File: config.mk
export PLATFORM = sky130hd
export DESIGN_NAME = immediate_count_shifter
export DESIGN_NICKNAME = d
export VERILOG_FILES = /design/src/verilog/shift_step.v /design/src/verilog/immediate_count_shifter.v
export VERILOG_INCLUDE_DIRS = /design/src /design/src/inc
export SDC_FILE = /design/constraint.sdc
export NUM_CORES = 1
export LEC_CHECK = 0
export ABC_CLOCK_PERIOD_IN_PS = 4300
export BUFFER_PORTS_ARGS = -buffer_cell sky130_fd_sc_hd__buf_4
export CORE_MARGIN = 8
export CORE_UTILIZATION = 56
export DETAILED_ROUTE_END_ITERATION = 16
export MAX_ROUTING_LAYER = met4
export PLACE_DENSITY = 0.83
export SLEW_MARGIN = 10
export SYNTH_ARGS = -nofsm -noshare
export SYNTH_HDL_FRONTEND = slang
export SYNTH_SLANG_ARGS = --single-unit
File: constraint.sdc
create_clock -name I_CLK -period 4.3 [get_ports I_CLK]
set_input_delay 0.43 -clock I_CLK [delete_from_list [all_inputs] [get_ports I_CLK]]
set_output_delay 0.43 -clock I_CLK [all_outputs]
set_load 0.05 [all_outputs]
File: src/inc/shifter_regs.vh
// Purpose: Constants for the immediate-count shift datapath
// Assumes: 16-bit instruction word, opcode in the top byte
// Notes: Definitions only; included by bare name
`ifndef SHIFTER_REGS_VH
`define SHIFTER_REGS_VH

// Instruction word fields
`define OPC_MSB 15
`define OPC_LSB 8
`define CNT_MSB 7
`define CNT_LSB 4
`define SEL_MSB 3
`define SEL_LSB 0

// Opcodes of the shift group
`define OP_SHL_SINGLE 8'h60
`define OP_SHR_SINGLE 8'h61
`define OP_ASR_SINGLE 8'h62
`define OP_ROL_SINGLE 8'h63
`define OP_SHL_PAIR 8'h65
`define OP_SHR_PAIR 8'h66
`define OP_ASR_PAIR 8'h67

// One-position step modes
`define MODE_LSL 2'h0
`define MODE_LSR 2'h1
`define MODE_ASR 2'h2
`define MODE_ROL 2'h3

// Condition status codes
`define CS_ZERO 4'h2
`define CS_NEG 4'h1
`define CS_POS 4'h4
`define CS_RESET 4'h0

// Cycle budget: single 3N+4, pair 6N+10
`define SGL_PER 3'h3
`define SGL_PRE 3'h2
`define SGL_POST 3'h2
`define DBL_PER 3'h6
`define DBL_PRE 3'h5
`define DBL_POST 3'h5

`endif

File: src/verilog/shift_step.v
// Purpose: Shift a word by exactly one position
// Assumes: Bit WIDTH-1 is the sign position
// Notes: Purely combinational, one instance per operand width
`timescale 1ns/1ps
`include "shifter_regs.vh"

module shift_step #(
  parameter WIDTH = 16
) (
  // Operand and mode
  input wire [WIDTH-1:0] i_value,
  input wire [1:0] i_mode,
  // One-position result
  output reg [WIDTH-1:0] o_value
);

  // Fill bit chosen per mode; rotate keeps every bit
  always @*
  begin
    case (i_mode)
      `MODE_LSL: o_value = {i_value[WIDTH-2:0], 1'b0};
      `MODE_LSR: o_value = {1'b0, i_value[WIDTH-1:1]};
      `MODE_ASR: o_value = {i_value[WIDTH-1], i_value[WIDTH-1:1]};
      `MODE_ROL: o_value = {i_value[WIDTH-2:0], i_value[WIDTH-1]};
      default: o_value = i_value;
    endcase
  end

endmodule

File: src/verilog/immediate_count_shifter.v
// Purpose: Shift unit for register shifts with count in the instruction
// Assumes: Register file reads combinationally from the select outputs
// Notes: One position per step; timing matches the per-count budget
//   A start seen while busy is dropped, not queued
//   Successor of register 15 wraps to register 0
// Contract
// - opcode 60 shifts register left, zero fill, result back to it
// - four-bit count field is distance minus one; 0 is 1, 15 is 16
// - opcode 61 fills zeros at top, drops bits leaving bottom
// - opcode 62 keeps and replicates sign, drops bits leaving bottom
// - opcode 63 rotates left, top bit re-enters bottom, nothing lost
// - pair shifts treat register and successor as 32 bits, store both
// - opcode 65 pair left shift, zeros in low, upper overflow lost
// - opcode 66 pair right shift, zeros at top, low end lost
// - opcode 67 pair right arithmetic, sign replicated, low end lost
// - single result sets status 0010 zero, 0001 negative, 0100 positive
// - pair status uses the whole 32-bit result with same codes
// - single shift takes 3N+4 cycles, no operand bus cycles
// - pair shift takes 6N+10 cycles, no operand bus cycles
`timescale 1ns/1ps
`include "shifter_regs.vh"

module immediate_count_shifter (
  // Clock and reset
  input wire I_CLK,
  input wire I_RESET,
  // Instruction from the decoder
  input wire I_START,
  input wire [15:0] I_INSTR,
  // Register file read data
  input wire [15:0] I_RB_DATA,
  input wire [15:0] I_RB1_DATA,
  // Register file selects
  output wire [3:0] O_RB_SEL,
  output wire [3:0] O_RB1_SEL,
  // Register file write-back
  output wire O_WR_HI_EN,
  output wire O_WR_LO_EN,
  output wire [15:0] O_WR_HI_DATA,
  output wire [15:0] O_WR_LO_DATA,
  // Condition status
  output wire [3:0] O_CS,
  output wire O_CS_WE,
  // Sequencing status
  output wire O_BUSY,
  output wire O_DONE,
  output wire O_REJECT
);

  // One-hot sequencer states
  localparam [3:0] ST_IDLE = 4'h1;
  localparam [3:0] ST_PRE = 4'h2;
  localparam [3:0] ST_SHIFT = 4'h4;
  localparam [3:0] ST_POST = 4'h8;

  // Sequencer, operand and status registers
  // Phase counts cycles within a prologue, step or tail
  reg [3:0] state_r;
  reg [3:0] state_nxt;
  reg [2:0] phase_r;
  reg [2:0] phase_nxt;
  reg [4:0] left_r;
  reg [4:0] left_nxt;
  reg pair_r;
  reg pair_nxt;
  reg [1:0] mode_r;
  reg [1:0] mode_nxt;
  reg [3:0] sel_r;
  reg [3:0] sel_nxt;
  reg [3:0] sel1_r;
  reg [3:0] sel1_nxt;
  reg [31:0] data_r;
  reg [31:0] data_nxt;
  reg [3:0] cs_r;
  reg [3:0] cs_nxt;

  // Decode and datapath nets
  wire [7:0] opcode;
  wire [3:0] count_field;
  wire [3:0] sel_field;
  reg dec_legal;
  reg dec_pair;
  reg [1:0] dec_mode;
  wire [15:0] step_single;
  wire [31:0] step_pair;
  wire finish;
  wire [3:0] cs_single;
  wire [3:0] cs_pair;

  // Word stands only in the accept cycle; fields latched there
  // Instruction fields
  assign opcode = I_INSTR[`OPC_MSB:`OPC_LSB];
  assign count_field = I_INSTR[`CNT_MSB:`CNT_LSB];
  assign sel_field = I_INSTR[`SEL_MSB:`SEL_LSB];

  // Opcode decode; anything outside the group is refused
  // Count and register fields need no decode
  always @*
  begin
    dec_legal = 1'b1;
    dec_pair = 1'b0;
    dec_mode = `MODE_LSL;
    case (opcode)
      `OP_SHL_SINGLE: dec_mode = `MODE_LSL;
      `OP_SHR_SINGLE: dec_mode = `MODE_LSR;
      `OP_ASR_SINGLE: dec_mode = `MODE_ASR;
      `OP_ROL_SINGLE: dec_mode = `MODE_ROL;
      `OP_SHL_PAIR:
      begin
        dec_pair = 1'b1;
        dec_mode = `MODE_LSL;
      end
      `OP_SHR_PAIR:
      begin
        dec_pair = 1'b1;
        dec_mode = `MODE_LSR;
      end
      `OP_ASR_PAIR:
      begin
        dec_pair = 1'b1;
        dec_mode = `MODE_ASR;
      end
      default: dec_legal = 1'b0;
    endcase
  end

  // One-position steps, one per operand width
  // Serial stepping trades speed for area; budget is 3N/6N anyway
  shift_step #(
    .WIDTH(16)
  ) u_step_single (
    .i_value(data_r[31:16]),
    .i_mode(mode_r),
    .o_value(step_single)
  );

  // Pair step also carries bits across the halves
  // Pair keeps the selected register in the upper half
  shift_step #(
    .WIDTH(32)
  ) u_step_pair (
    .i_value(data_r),
    .i_mode(mode_r),
    .o_value(step_pair)
  );

  // Status from sign and zero test of the result
  // Zero test comes first, so zero never reads as positive
  assign cs_single = (data_r[31:16] == 16'h0000) ? `CS_ZERO :
                     data_r[31] ? `CS_NEG : `CS_POS;
  assign cs_pair = (data_r == 32'h0000_0000) ? `CS_ZERO :
                   data_r[31] ? `CS_NEG : `CS_POS;

  // Last cycle of the instruction
  // Write strobes, status strobe and done all share it
  assign finish = (state_r == ST_POST) && (phase_r == 3'h0);

  // Sequencer: accept cycle counts as first prologue cycle
  always @*
  begin
    state_nxt = state_r;
    phase_nxt = phase_r;
    left_nxt = left_r;
    pair_nxt = pair_r;
    mode_nxt = mode_r;
    sel_nxt = sel_r;
    sel1_nxt = sel1_r;
    data_nxt = data_r;
    cs_nxt = cs_r;
    case (state_r)
      ST_IDLE:
      begin
        if (I_START && dec_legal)
        begin
          pair_nxt = dec_pair;
          mode_nxt = dec_mode;
          sel_nxt = sel_field;
          // Successor held in a flop, wraps past 15
          sel1_nxt = sel_field + 4'h1;
          // Field holds distance minus one
          left_nxt = {1'b0, count_field} + 5'h01;
          // Remaining prologue cycles
          phase_nxt = dec_pair ? (`DBL_PRE - 3'h2) : (`SGL_PRE - 3'h2);
          state_nxt = ST_PRE;
        end
      end
      ST_PRE:
      begin
        // Prologue counts down before operands are taken
        if (phase_r == 3'h0)
        begin
          // Operands come from registers only, never memory
          data_nxt = {I_RB_DATA, pair_r ? I_RB1_DATA : 16'h0000};
          phase_nxt = pair_r ? (`DBL_PER - 3'h1) : (`SGL_PER - 3'h1);
          state_nxt = ST_SHIFT;
        end
        else
        begin
          phase_nxt = phase_r - 3'h1;
        end
      end
      ST_SHIFT:
      begin
        if (phase_r == 3'h0)
        begin
          // One position per period keeps 3N or 6N cost
          if (pair_r)
          begin
            data_nxt = step_pair;
          end
          else
          begin
            data_nxt = {step_single, 16'h0000};
          end
          // Count down positions; the last one enters the tail
          left_nxt = left_r - 5'h01;
          if (left_r == 5'h01)
          begin
            phase_nxt = pair_r ? (`DBL_POST - 3'h1) : (`SGL_POST - 3'h1);
            state_nxt = ST_POST;
          end
          else
          begin
            phase_nxt = pair_r ? (`DBL_PER - 3'h1) : (`SGL_PER - 3'h1);
          end
        end
        else
        begin
          phase_nxt = phase_r - 3'h1;
        end
      end
      ST_POST:
      begin
        // Data is final here; status settles before write-back
        cs_nxt = pair_r ? cs_pair : cs_single;
        if (phase_r == 3'h0)
        begin
          state_nxt = ST_IDLE;
        end
        else
        begin
          phase_nxt = phase_r - 3'h1;
        end
      end
      default:
      begin
        // Illegal state recovers to idle
        state_nxt = ST_IDLE;
        phase_nxt = 3'h0;
      end
    endcase
  end

  // State registers, synchronous reset
  // Reset leaves selects at 0 and 1, status at 0000
  always @(posedge I_CLK)
  begin
    if (I_RESET)
    begin
      state_r <= ST_IDLE;
      phase_r <= 3'h0;
      left_r <= 5'h00;
      pair_r <= 1'b0;
      mode_r <= `MODE_LSL;
      sel_r <= 4'h0;
      sel1_r <= 4'h1;
      data_r <= 32'h0000_0000;
      cs_r <= `CS_RESET;
    end
    else
    begin
      state_r <= state_nxt;
      phase_r <= phase_nxt;
      left_r <= left_nxt;
      pair_r <= pair_nxt;
      mode_r <= mode_nxt;
      sel_r <= sel_nxt;
      sel1_r <= sel1_nxt;
      data_r <= data_nxt;
      cs_r <= cs_nxt;
    end
  end

  // Selects straight from flops
  assign O_RB_SEL = sel_r;
  assign O_RB1_SEL = sel1_r;

  // Write-back in the final cycle, same register(s)
  // Lower half is written for pairs only
  assign O_WR_HI_EN = finish;
  assign O_WR_LO_EN = finish && pair_r;
  assign O_WR_HI_DATA = data_r[31:16];
  assign O_WR_LO_DATA = data_r[15:0];

  // Status strobe alongside the write-back
  assign O_CS = cs_r;
  assign O_CS_WE = finish;

  // Handshake; a start while busy is simply not seen
  // Decoder must not issue while busy; there is no queue
  assign O_BUSY = (state_r != ST_IDLE);
  assign O_DONE = finish;
  assign O_REJECT = I_START && (state_r == ST_IDLE) && !dec_legal;

endmodule

==> results of run 1 <==
[where the power goes]
group	internal, mW	leakage [nW]	total [mW]	switching [mW]
sequential	0.539	0.467	0.541	0.00200
clock	0.311	0.106	0.515	0.204
combinational	0.0524	1.14	0.106	0.0535
total	0.903	1.71	1.16	0.259
[cells by family (layout without fill, tap and decap cells)]
logic type      Yosys count  count (layout)  share of synthesized area
compound gates          120             120                     0.2570
xor+xnor                  8               8                    0.02104
fa+ha+maj                 7               7                    0.02630
buf+inv                  52             133                    0.06839
flops                    58              58                     0.3487
mux                       7               7                    0.02142
other cells               1               1                   0.001126
simple gates            175             175                     0.2559
[cell usage after synthesis (4+ instances only)]
master,instances
a22oi_1,4
nand2b_1,4
ha_1,7
nand3b_1,4
buf_2,5
nor3_1,4
xnor2_1,4
nand2_1,79
a21oi_1,21
mux2i_1,6
nor4_1,8
nand3_1,9
nor2_1,41
dfxtp_1,58
nor2b_1,4
a22o_1,33
a31oi_1,29
inv_1,15
clkbuf_1,23
xor2_1,4
o21ai_0,7
[state kept, by name (all words and copies together), names as in the netlist]
| signal | cells |
|---|---|
| phase_r | 3 |
| O_RB1_SEL | 4 |
| data_r | 32 |
| O_CS | 3 |
| pair_r | 1 |
| state_r | 4 |
| mode_r | 2 |
| O_RB_SEL | 4 |
| left_r | 5 |
[how the worst max path moves through the flow]
stage / end / slack, ps / cells after the start
final: O_DONE / 1570 / 4
after global routing: O_WR_HI_EN / 1510 / 4
after CTS: O_DONE / 1580 / 4
after detailed placement: data_r[5]$_SDFFE_PP0P_ / 1860 / 6
after global placement: data_r[5]$_SDFFE_PP0P_ / 1960 / 6
after floorplan: O_WR_LO_EN / 1720 / 5
[cells in the final DEF (no fill, tap or decap), drive strengths merged, types with 2 or more instances in the layout]
| cell | Yosys | final |
|---|---|---|
| nor4b | 3 | 3 |
| nor3b | 3 | 3 |
| nand3b | 4 | 4 |
| a22o | 33 | 33 |
| a211oi | 3 | 3 |
| nor4 | 10 | 10 |
| clkbuf | 23 | 13 |
| xnor2 | 4 | 4 |
| ha | 7 | 7 |
| or2 | 3 | 3 |
| o22a | 2 | 2 |
| nor2 | 41 | 41 |
| mux2i | 6 | 6 |
| nor3 | 4 | 4 |
| inv | 16 | 16 |
| buf | 13 | 102 |
| dfxtp | 58 | 58 |
| o211a | 2 | 2 |
| nor2b | 4 | 4 |
| a31oi | 29 | 29 |
| nand2b | 4 | 4 |
| nand4 | 2 | 2 |
| nand2 | 79 | 79 |
| o211ai | 3 | 3 |
| or4 | 3 | 3 |
| o21ai | 7 | 7 |
| o31ai | 2 | 2 |
| a21oi | 22 | 22 |
| a22oi | 4 | 4 |
| nand3 | 9 | 9 |
| o41ai | 2 | 2 |
| xor2 | 4 | 4 |
| a21o | 3 | 3 |
| o32ai | 2 | 2 |
| or3 | 2 | 2 |
[cell type report]
cell class	count	area [um^2]	area share
repair buffers	102	765.7	0.1796
inverters	16	60.06	0.01409
clock inverters	2	35.03	0.008218
clock buffers	13	168.9	0.03962
multi-input cells	318	1978	0.4640
well taps	75	93.84	0.02201
flip-flops and latches	58	1161	0.2724
[per-stage QoR]
stage	instance area, um^2	setup slack [ps]	hold slack (ps)	cells	utilization
after global placement	4048	1960	440.5	569	0.6918
after CTS	4252	1580	363.9	584	0.7267
after detailed placement	4048	1856	452.5	569	0.6918
after global routing	4263	1514	371.2	584	0.7286
after floorplan	3329	1721	456.7	428	-
final	4263	1568	366.9	584	0.7286
[metal layers]
metal | global-route usage | wire (um) | share of wire
met1 | 0.2669 | 3919 | 0.42
met2 | 0.3645 | 4651 | 0.50
met3 | 0.04567 | 628 | 0.067
met4 | 0.09128 | 170 | 0.018
met5 | - | 0 | 0
[tightest hold or removal path, stage by stage]
cell	delay, ps
buf_4	120
nand2_1	50
a21oi_1	50
==> results.yml, run 1 <==
run_status:
  status: "finished, final reports clean"
setup_path:
  crit_type: "flip-flop to output port"
  timing.rr.end: "data_r[5]$_SDFFE_PP0P_"
  worst-path-buf-inv: 2
  crit_path_cell_trace: "or4b_2, or2_1, inv_1, buf_4"
  reg2reg_setup_slack_ps: 1810
  rr_worst_depth: 6
  required_ps: 3870
  r2r-start: "phase_r[0]$_SDFFE_PP0P_"
  worstPathMaxFanout: 10
  cpPeakStageDelay_ps: 860
  cp-end-kind: "output port"
  start_kind: "flip-flop"
  crit_arrival_ps: 2300
  crit_slowest_cell: "or4b_2"
  startpoint: "state_r[1]$_SDFFE_PP0P_"
  path_delay_family: "simple AND/OR/NAND/NOR gates"
placement:
  hpwl_um: 6711
  routabilityCongestion: 0.8147
  numPortBuffers: 99
yosys:
  avgSynthCellArea_um2: 7.779
  yosysUniqueCellTypes: 59
  ys.warnings.count: 0
  syn_area_um2: 3329
  synth_seq_area_share: 0.3487
  ys.flop_type: "dfxtp_1"
  ys_async_sr_fraction: 0
  syn_inst: 428
  synth_seq_cells: 58
  synth_edf_count: 0
  synth_nets: 486
  ys_top_cells_by_area: "dfxtp_1 (35%), nand2_1 (8.9%), a22o_1 (8.7%), a31oi_1 (5.4%), nor2_1 (4.6%)"
  yosysTopAreaCell: "dfxtp_1"
  synth_top_area_frac: 0.3487
timing:
  relSlewSlack: 0.4059
  tightest_slew_ps: 883.7
  post-route-period-util: 0.6353
  setup-violations-final: 0
  period_minus_slack_ps: 2732
  final-max-slew-violation-count: 0
  fmax_ghz: 0.3661
  skew_ps: 4.911
  finalHoldViolations: 0
  fin_tns_setup_ps: 0
  rsz0062_at_grt: "no"
pwr:
  power_density_nw_per_um2: 272.6
  leakage_nw: 1.710
  design_power_total_mw: 1.162
  ir_worst_vdd_v: 0.0002428
floorplan:
  io_pins: 101
  start_util: 0.5691
  coreArea_um2: 5851
  dieHeight_um: 93.11
  dieArea_um2: 8669
  rows: 28
  dieWidth_um: 93.11
finish:
  fillers: 464
  nets: 563
  drive_above_1_share: 0.2534
  syn_to_final_growth_pct: 28.03
  antennaDiodeCount: 0
min_path:
  min_path_type: "input pin to flip-flop"
  whs_endpoint: "O_RB_SEL[2]$_SDFFE_PP0P_"
  min_from: "I_INSTR[2]"
  min_delay_path_depth: 3
clock_tree:
  cts_hold_buf: 0
  clkSlewWorstSetupHoldPaths_ps: 60
  clockBufferDepth: 2
  htreeDepth: 3
  cts.sinks: 58
  insertion_delay_ps: 330
  cts_buffers: 9
  post-cts-setup-buffers: 0
  cts_tree: "yes"
  clockRootBuffer: "clkbuf_8"
  ctsResizeCount: 0
drt:
  drt_iter0_drc: 191
  wl_per_cell_um: 16.04
  drtPass1Iterations: 5
  vias: 3497
  viasPerCell: 5.988
  drc_errors: 0
  wl_um: 9369
  ant_nets: 0
job:
  cap_violations: 0
global_route:
  grt_pass1_wl_um: 15630
  antenna_found_initial: 0
  grt_max_degree: 54
  globalRouteTotalUtil: 0.2249
  grt_pass1_vias: 3337
  grt_remaining_overflow: 0
(Power assumes the default switching activity.)
==> inputs of run 2 (changes only) <==
--- a/config.mk
+++ b/config.mk
@@ -6,13 +6,14 @@
 export SDC_FILE = /design/constraint.sdc
 export NUM_CORES = 1
 export LEC_CHECK = 0
-export ABC_CLOCK_PERIOD_IN_PS = 4300
+export ABC_AREA = 1
+export ABC_CLOCK_PERIOD_IN_PS = 2720
 export BUFFER_PORTS_ARGS = -buffer_cell sky130_fd_sc_hd__buf_4
 export CORE_MARGIN = 8
-export CORE_UTILIZATION = 56
+export CORE_UTILIZATION = 52
 export DETAILED_ROUTE_END_ITERATION = 16
 export MAX_ROUTING_LAYER = met4
-export PLACE_DENSITY = 0.83
+export PLACE_DENSITY = 0.77
 export SLEW_MARGIN = 10
 export SYNTH_ARGS = -nofsm -noshare
 export SYNTH_HDL_FRONTEND = slang
==> constraint.sdc (replaced) <==
create_clock -name I_CLK -period 2.72 [get_ports I_CLK]
set_input_delay 0.272 -clock I_CLK [delete_from_list [all_inputs] [get_ports I_CLK]]
set_output_delay 0.272 -clock I_CLK [all_outputs]
set_load 0.05 [all_outputs]
==> run 2 against run 1 <==
  * Synthesized cell count up 19%
  * Utilization down 6.4 points
  * Clock-buffer cell count down 2
  * Final area up 3.6%
  * Sequential power up 78%
  * Routed wire length up 3.6%
  * Highest routed layer unchanged
==> results.yml, run 2 <==
run_status:
  status: "finished, final reports clean"
setup_path:
  rr_worst_depth: 8
  r2r-start: "state_r[1]$_SDFFE_PP0P_"
  reg2reg_setup_slack_ps: 720
  start_kind: "flip-flop"
  crit_type: "flip-flop to output port"
  cp-endpoint: "O_WR_LO_EN"
  required_ps: 2450
  cp-end-kind: "output port"
  timing.rr.end: "data_r[31]$_SDFFE_PP0P_"
  crit_arrival_ps: 1730
  startpoint: "phase_r[0]$_SDFFE_PP0P_"
  worstPathMaxFanout: 10
global_route:
  grt_pass1_wl_um: 16390
  grt_remaining_overflow: 0
  grt_max_degree: 41
  antenna_found_initial: 0
  grt_pass1_vias: 3730
  globalRouteTotalUtil: 0.2086
clock_tree:
  cts_buffers: 9
  ctsResizeCount: 0
  cts_hold_buf: 0
  post-cts-setup-buffers: 0
  htreeDepth: 3
  insertion_delay_ps: 350
  cts_tree: "yes"
  clockBufferDepth: 2
  clkSlewWorstSetupHoldPaths_ps: 70
  clockRootBuffer: "clkbuf_8"
  cts.sinks: 58
floorplan:
  dieWidth_um: 97.85
  dieHeight_um: 97.85
  io_pins: 101
  rows: 30
  dieArea_um2: 9574
  coreArea_um2: 6644
  start_util: 0.5243
yosys:
  synthTopCellsByCount: "nand2_1 (89), a21oi_1 (76), nor2_1 (60)"
  syn_area_um2: 3483
  ys.warnings.count: 0
  synth_seq_cells: 58
  synth_most_common_cell: "nand2_1"
  avgSynthCellArea_um2: 6.830
  synth_nets: 568
  synth_edf_count: 0
  ys_top_cells_by_area: "dfxtp_1 (33%), a21oi_1 (11%), nand2_1 (9.6%), o21ai_0 (8.3%), nor2_1 (6.5%)"
  ys.flop_type: "dfxtp_1"
  synth_top_area_frac: 0.3333
  synth_seq_area_share: 0.3333
  syn_inst: 510
  yosysUniqueCellTypes: 40
  yosysTopAreaCell: "dfxtp_1"
  ys_async_sr_fraction: 0
timing:
  relSlewSlack: 0.4258
  post-route-period-util: 0.7347
  fin_ws_ps: 721.7
  period_minus_slack_ps: 1998
  rsz0062_at_grt: "no"
  setup-violations-final: 0
  tightest_slew_ps: 860.4
  fin_tns_setup_ps: 0
  skew_ps: 6.126
  finalHoldViolations: 0
  fmax_ghz: 0.5004
  final-max-slew-violation-count: 0
placement:
  dp_cells: 661
  hpwl_um: 6983
  place_ws_ps: 806.0
  routabilityCongestion: 0.8819
  numPortBuffers: 99
finish:
  regArea_um2: 1161
  antennaDiodeCount: 0
  regMostFlops: "data_r"
  nets: 650
  largest_register_ffs: 32
  drive_above_1_share: 0.2345
  multiInputGateArea_um2: 1962
  final_common_cell: "buf_4"
  syn_to_final_growth_pct: 26.72
  top_regs: "data_r x32, left_r x5"
  fillers: 619
  stdcell_count: 677
  layout_common_cells: "buf_4 (101), nand2_1 (89), a21oi_1 (76)"
drt:
  wl_per_cell_um: 14.34
  viasPerCell: 5.471
  drtPass1Iterations: 4
  drc_errors: 0
  drt_iter0_drc: 146
  wl_um: 9709
  ant_nets: 0
  vias: 3704
pwr:
  leakage_nw: 1.963
  ir_worst_vdd_v: 0.0003747
  design_power_total_mw: 2.966
  power_density_nw_per_um2: 672.0
job:
  cap_violations: 0
min_path:
  min_path_type: "input pin to flip-flop"
==> run 2: cell count changes in the layout (fill, tap and decap cells not counted), sizes merged, moves of 6 or more <==
cell     previous run  this run
nand2              79        95
a22o               33         0
inv                16        47
nor4               10         4
a31oi              29         1
o2111ai             1        13
mux2i               6         0
o21ai               7        64
nor2               41        64
nand3               9        24
a21oi              22        77
==> run 2: layer usage <==
layer  part of all wire  track usage
met4              0.018      0.09233
met1               0.44       0.2293
met5                  0            -
met3              0.044      0.04267
met2               0.50       0.3567
==> run 2: cells by family (layout without fill, tap and decap cells) <==
| logic type | count (synthesis) | count (layout) | share of synthesized area |
|---|---|---|---|
| adder cells (fa/ha/maj) | 7 | 7 | 0.02514 |
| other | 1 | 1 | 0.001077 |
| AO/OA/AOI/OAI | 166 | 166 | 0.2636 |
| XOR/XNOR | 6 | 6 | 0.01509 |
| buffers and inverters | 77 | 164 | 0.1042 |
| flip-flops | 58 | 58 | 0.3333 |
| AND/OR/NAND/NOR | 195 | 195 | 0.2575 |
==> run 2: how the worst min path moves through the flow <==
stage	startpoint	endpoint	slack [ps]	cells past startpoint
2_1_floorplan	I_INSTR[2]	O_RB_SEL[2]$_SDFFE_PP0P_	420	2
3_3_place_gp	O_RB1_SEL[0]$_SDFFE_PP1P_	O_RB1_SEL[0]$_SDFFE_PP1P_	440	2
3_5_place_dp	O_RB1_SEL[0]$_SDFFE_PP1P_	O_RB1_SEL[0]$_SDFFE_PP1P_	440	2
4_1_cts	I_RB_DATA[10]	data_r[26]$_SDFFE_PP0P_	180	3
5_1_grt	I_RB_DATA[2]	data_r[18]$_SDFFE_PP0P_	190	3
6_report	I_RB_DATA[10]	data_r[26]$_SDFFE_PP0P_	180	3
==> run 2: through the flow <==
step | area (um^2) | hold WS, ps | utilization
2_1_floorplan | 3483 | 417.4 | -
3_3_place_gp | 4163 | 442.0 | 0.6266
3_5_place_dp | 4163 | 443.5 | 0.6266
4_1_cts | 4414 | 184.6 | 0.6644
5_1_grt | 4414 | 193.8 | 0.6644
6_report | 4414 | 182.7 | 0.6644
==> run 2: worst max-delay path: stages, from the launching register on <==
cell	delay [ps]
dfxtp_1	330
inv_1	100
ha_1	200
nand2_4	140
inv_1	140
nand2_1	130
nor2_1	130
buf_4	210
==> run 2: where the power goes <==
part | internal, mW | total (mW) | switching, mW | leakage [nW]
clock network | 0.655 | 1.01 | 0.357 | 0.129
logic | 0.317 | 0.993 | 0.675 | 1.37
registers | 0.911 | 0.962 | 0.0510 | 0.468
total | 1.88 | 2.97 | 1.08 | 1.96
==> run 2: layout make-up <==
class | count | area share
Multi-Input combinational cell | 375 | 0.4444
Sequential cell | 58 | 0.2630
Timing Repair Buffer | 101 | 0.1718
Inverter | 47 | 0.04110
Clock buffer | 11 | 0.03430
Clock inverter | 5 | 0.02268
Tap cell | 80 | 0.02268
==> inputs of run 3 (changes only) <==
--- a/config.mk
+++ b/config.mk
@@ -6,14 +6,14 @@
 export SDC_FILE = /design/constraint.sdc
 export NUM_CORES = 1
 export LEC_CHECK = 0
-export ABC_AREA = 1
-export ABC_CLOCK_PERIOD_IN_PS = 2720
+export ABC_AREA = 0
+export ABC_CLOCK_PERIOD_IN_PS = 2050
 export BUFFER_PORTS_ARGS = -buffer_cell sky130_fd_sc_hd__buf_4
 export CORE_MARGIN = 8
 export CORE_UTILIZATION = 52
 export DETAILED_ROUTE_END_ITERATION = 16
 export MAX_ROUTING_LAYER = met4
-export PLACE_DENSITY = 0.77
+export PLACE_DENSITY = 0.78
 export SLEW_MARGIN = 10
 export SYNTH_ARGS = -nofsm -noshare
 export SYNTH_HDL_FRONTEND = slang
==> constraint.sdc (replaced) <==
create_clock -name I_CLK -period 2.05 [get_ports I_CLK]
set_input_delay 0.205 -clock I_CLK [delete_from_list [all_inputs] [get_ports I_CLK]]
set_output_delay 0.205 -clock I_CLK [all_outputs]
set_load 0.05 [all_outputs]
==> run 3 against run 2 <==
  * Non-clock buffer count up 24
  * Die area down 3.7%
  * Worst setup slack worse by 720 ps
  * Final cell count down 9.9%
  * Utilization up 5.1 points
  * First-iteration DRC count down 6.8%
  * Sequential power up 17%
  * Register-to-register slack worse by 700 ps
  * Total power down 23%
  * Clock skew up 3.9 ps
==> results.yml, run 3 (same netlist as run 1, synthesis figures left out) <==
global_route:
  gr-usage-met3: 0.04134
  globalRouteTotalUtil: 0.2180
  grt_remaining_overflow: 0
  use_met2: 0.3570
  grt_pass1_vias: 3340
  grt-busiest-layer: "met2"
  met1_usage: 0.2621
  antenna_found_initial: 0
  grt_max_degree: 47
  grt_pass1_wl_um: 15830
timing:
  setup-violations-final: 0
  skew_ps: 9.987
  final-max-slew-violation-count: 0
  rsz0062_at_grt: "yes"
  period_minus_slack_ps: 2045
  finalHoldViolations: 0
  post-route-period-util: 0.9975
  fmax_ghz: 0.4890
pwr:
  power.switching_mw: 0.5721
  ir_worst_vdd_v: 0.0004095
  p_clk_frac: 0.402
  p_comb_frac: 0.102
  design_power_total_mw: 2.291
  leakage_nw: 1.822
  power_density_nw_per_um2: 510.3
  seqPwrFrac: 0.495
  internal-power_mw: 1.719
  switching_share: 0.2498
job:
  cap_violations: 0
placement:
  hpwl_um: 7006
  routabilityCongestion: 0.8780
  numPortBuffers: 99
  dp_cells: 588
clock_tree:
  insertion_delay_ps: 340
  htreeDepth: 3
  cts_buffers: 9
  cts_hold_buf: 0
  clockBufferDepth: 2
  clkSlewWorstSetupHoldPaths_ps: 70
  cts.sinks: 58
  cts_tree: "yes"
  clockRootBuffer: "clkbuf_8"
drt:
  wl_per_cell_um: 15.95
  wl_um: 9728
  drtPass1Iterations: 4
  drc_errors: 0
  vias: 3515
  ant_nets: 0
  drt_iter0_drc: 136
  viasPerCell: 5.762
setup_path:
  startpoint: "state_r[2]$_SDFFE_PP0P_"
  timing.rr.end: "left_r[1]$_SDFFE_PP0P_"
  worstPathMaxFanout: 4
  crit_arrival_ps: 1840
  cp-endpoint: "O_CS_WE"
  reg2reg_setup_slack_ps: 20
  rr_worst_depth: 6
  cp-end-kind: "output port"
  required_ps: 1850
  crit_type: "flip-flop to output port"
  start_kind: "flip-flop"
  r2r-start: "state_r[2]$_SDFFE_PP0P_"
run_status:
  status: "finished, final reports clean"
finish:
  syn_to_final_growth_pct: 34.84
  largest_register_ffs: 32
  regMostFlops: "data_r"
  layout_common_cells: "buf_4 (117), nand2_1 (79), dfxtp_1 (55)"
  stdcell_count: 610
  drive_above_1_share: 0.3021
  top_regs: "data_r x32, left_r x5"
  nets: 586
  antennaDiodeCount: 0
  final_common_cell: "buf_4"
min_path:
  min_path_type: "input pin to flip-flop"
floorplan:
  coreArea_um2: 6277
  start_util: 0.5304
  io_pins: 101
  dieArea_um2: 9219
  dieWidth_um: 96.02
  rows: 29
  dieHeight_um: 96.02
## run 3: cell type report
| cell class | instances | area, um^2 |
|---|---|---|
| clock buffer | 13 | 148.9 |
| inverter | 16 | 77.57 |
| fill | 513 | 1788 |
| timing repair buffer | 125 | 997.2 |
| multi-input combinational | 318 | 1989 |
| clock inverter | 3 | 15.01 |
| sequential | 58 | 1165 |
| tap | 77 | 96.34 |
## run 3: timing repair
action	in CTS	in global routing
pin swaps	2	2
setup buffers	4	2
setup endpoints to repair	4	31
resized for setup	10	5
cloned	0	0
## run 3: worst min path at each step
stage                                   from                  endpoint  slack, ps  cells after the start
detailed placement  O_RB_SEL[0]$_SDFFE_PP0P_  O_RB_SEL[0]$_SDFFE_PP0P_        440                      2
global route                      I_INSTR[3]  O_RB_SEL[3]$_SDFFE_PP0P_        140                      3
floorplan                         I_INSTR[1]  O_RB_SEL[1]$_SDFFE_PP0P_        350                      2
CTS                               I_INSTR[2]  O_RB_SEL[2]$_SDFFE_PP0P_        130                      3
finish                            I_INSTR[2]  O_RB_SEL[2]$_SDFFE_PP0P_        140                      3
global placement    O_RB_SEL[3]$_SDFFE_PP0P_  O_RB_SEL[3]$_SDFFE_PP0P_        440                      2
## run 3: power groups by stage
stage | logic (mW) | registers [mW] | clock network, mW
4_1_cts | 0.234 | 1.13 | 0.927
3_3_place_gp | 0.230 | 1.16 | 0
3_5_place_dp | 0.234 | 1.16 | 0
6_report | 0.235 | 1.13 | 0.922
2_1_floorplan | 0.117 | 1.16 | 0
5_1_grt | 0.257 | 1.13 | 0.975
## run 3: metal layers
metal,share of wire,vias up
met5,0,-
met4,0.012,0
met3,0.055,12
met2,0.50,100
met1,0.44,1678
li1,-,1725
## run 3: stage by stage
step	worst slack (ps)	cell area [um^2]	utilization	hold WS, ps	TNS [ps]
after floorplan	13.74	3381	-	345.5	0
after global placement	96.58	4234	0.6745	442.4	0
after detailed placement	30.68	4234	0.6745	444.7	0
after CTS	-32.80	4461	0.7106	134.1	-96.83
after global routing	-36.77	4489	0.7152	141.6	-186.2
final	5.023	4489	0.7152	141.7	0
## run 3: critical path, cell delays in order, from the launching register on
cell	delay [ps]
dfxtp_2	320
buf_6	110
or4b_4	490
or2_4	290
clkinvlp_4	130
buf_8	160
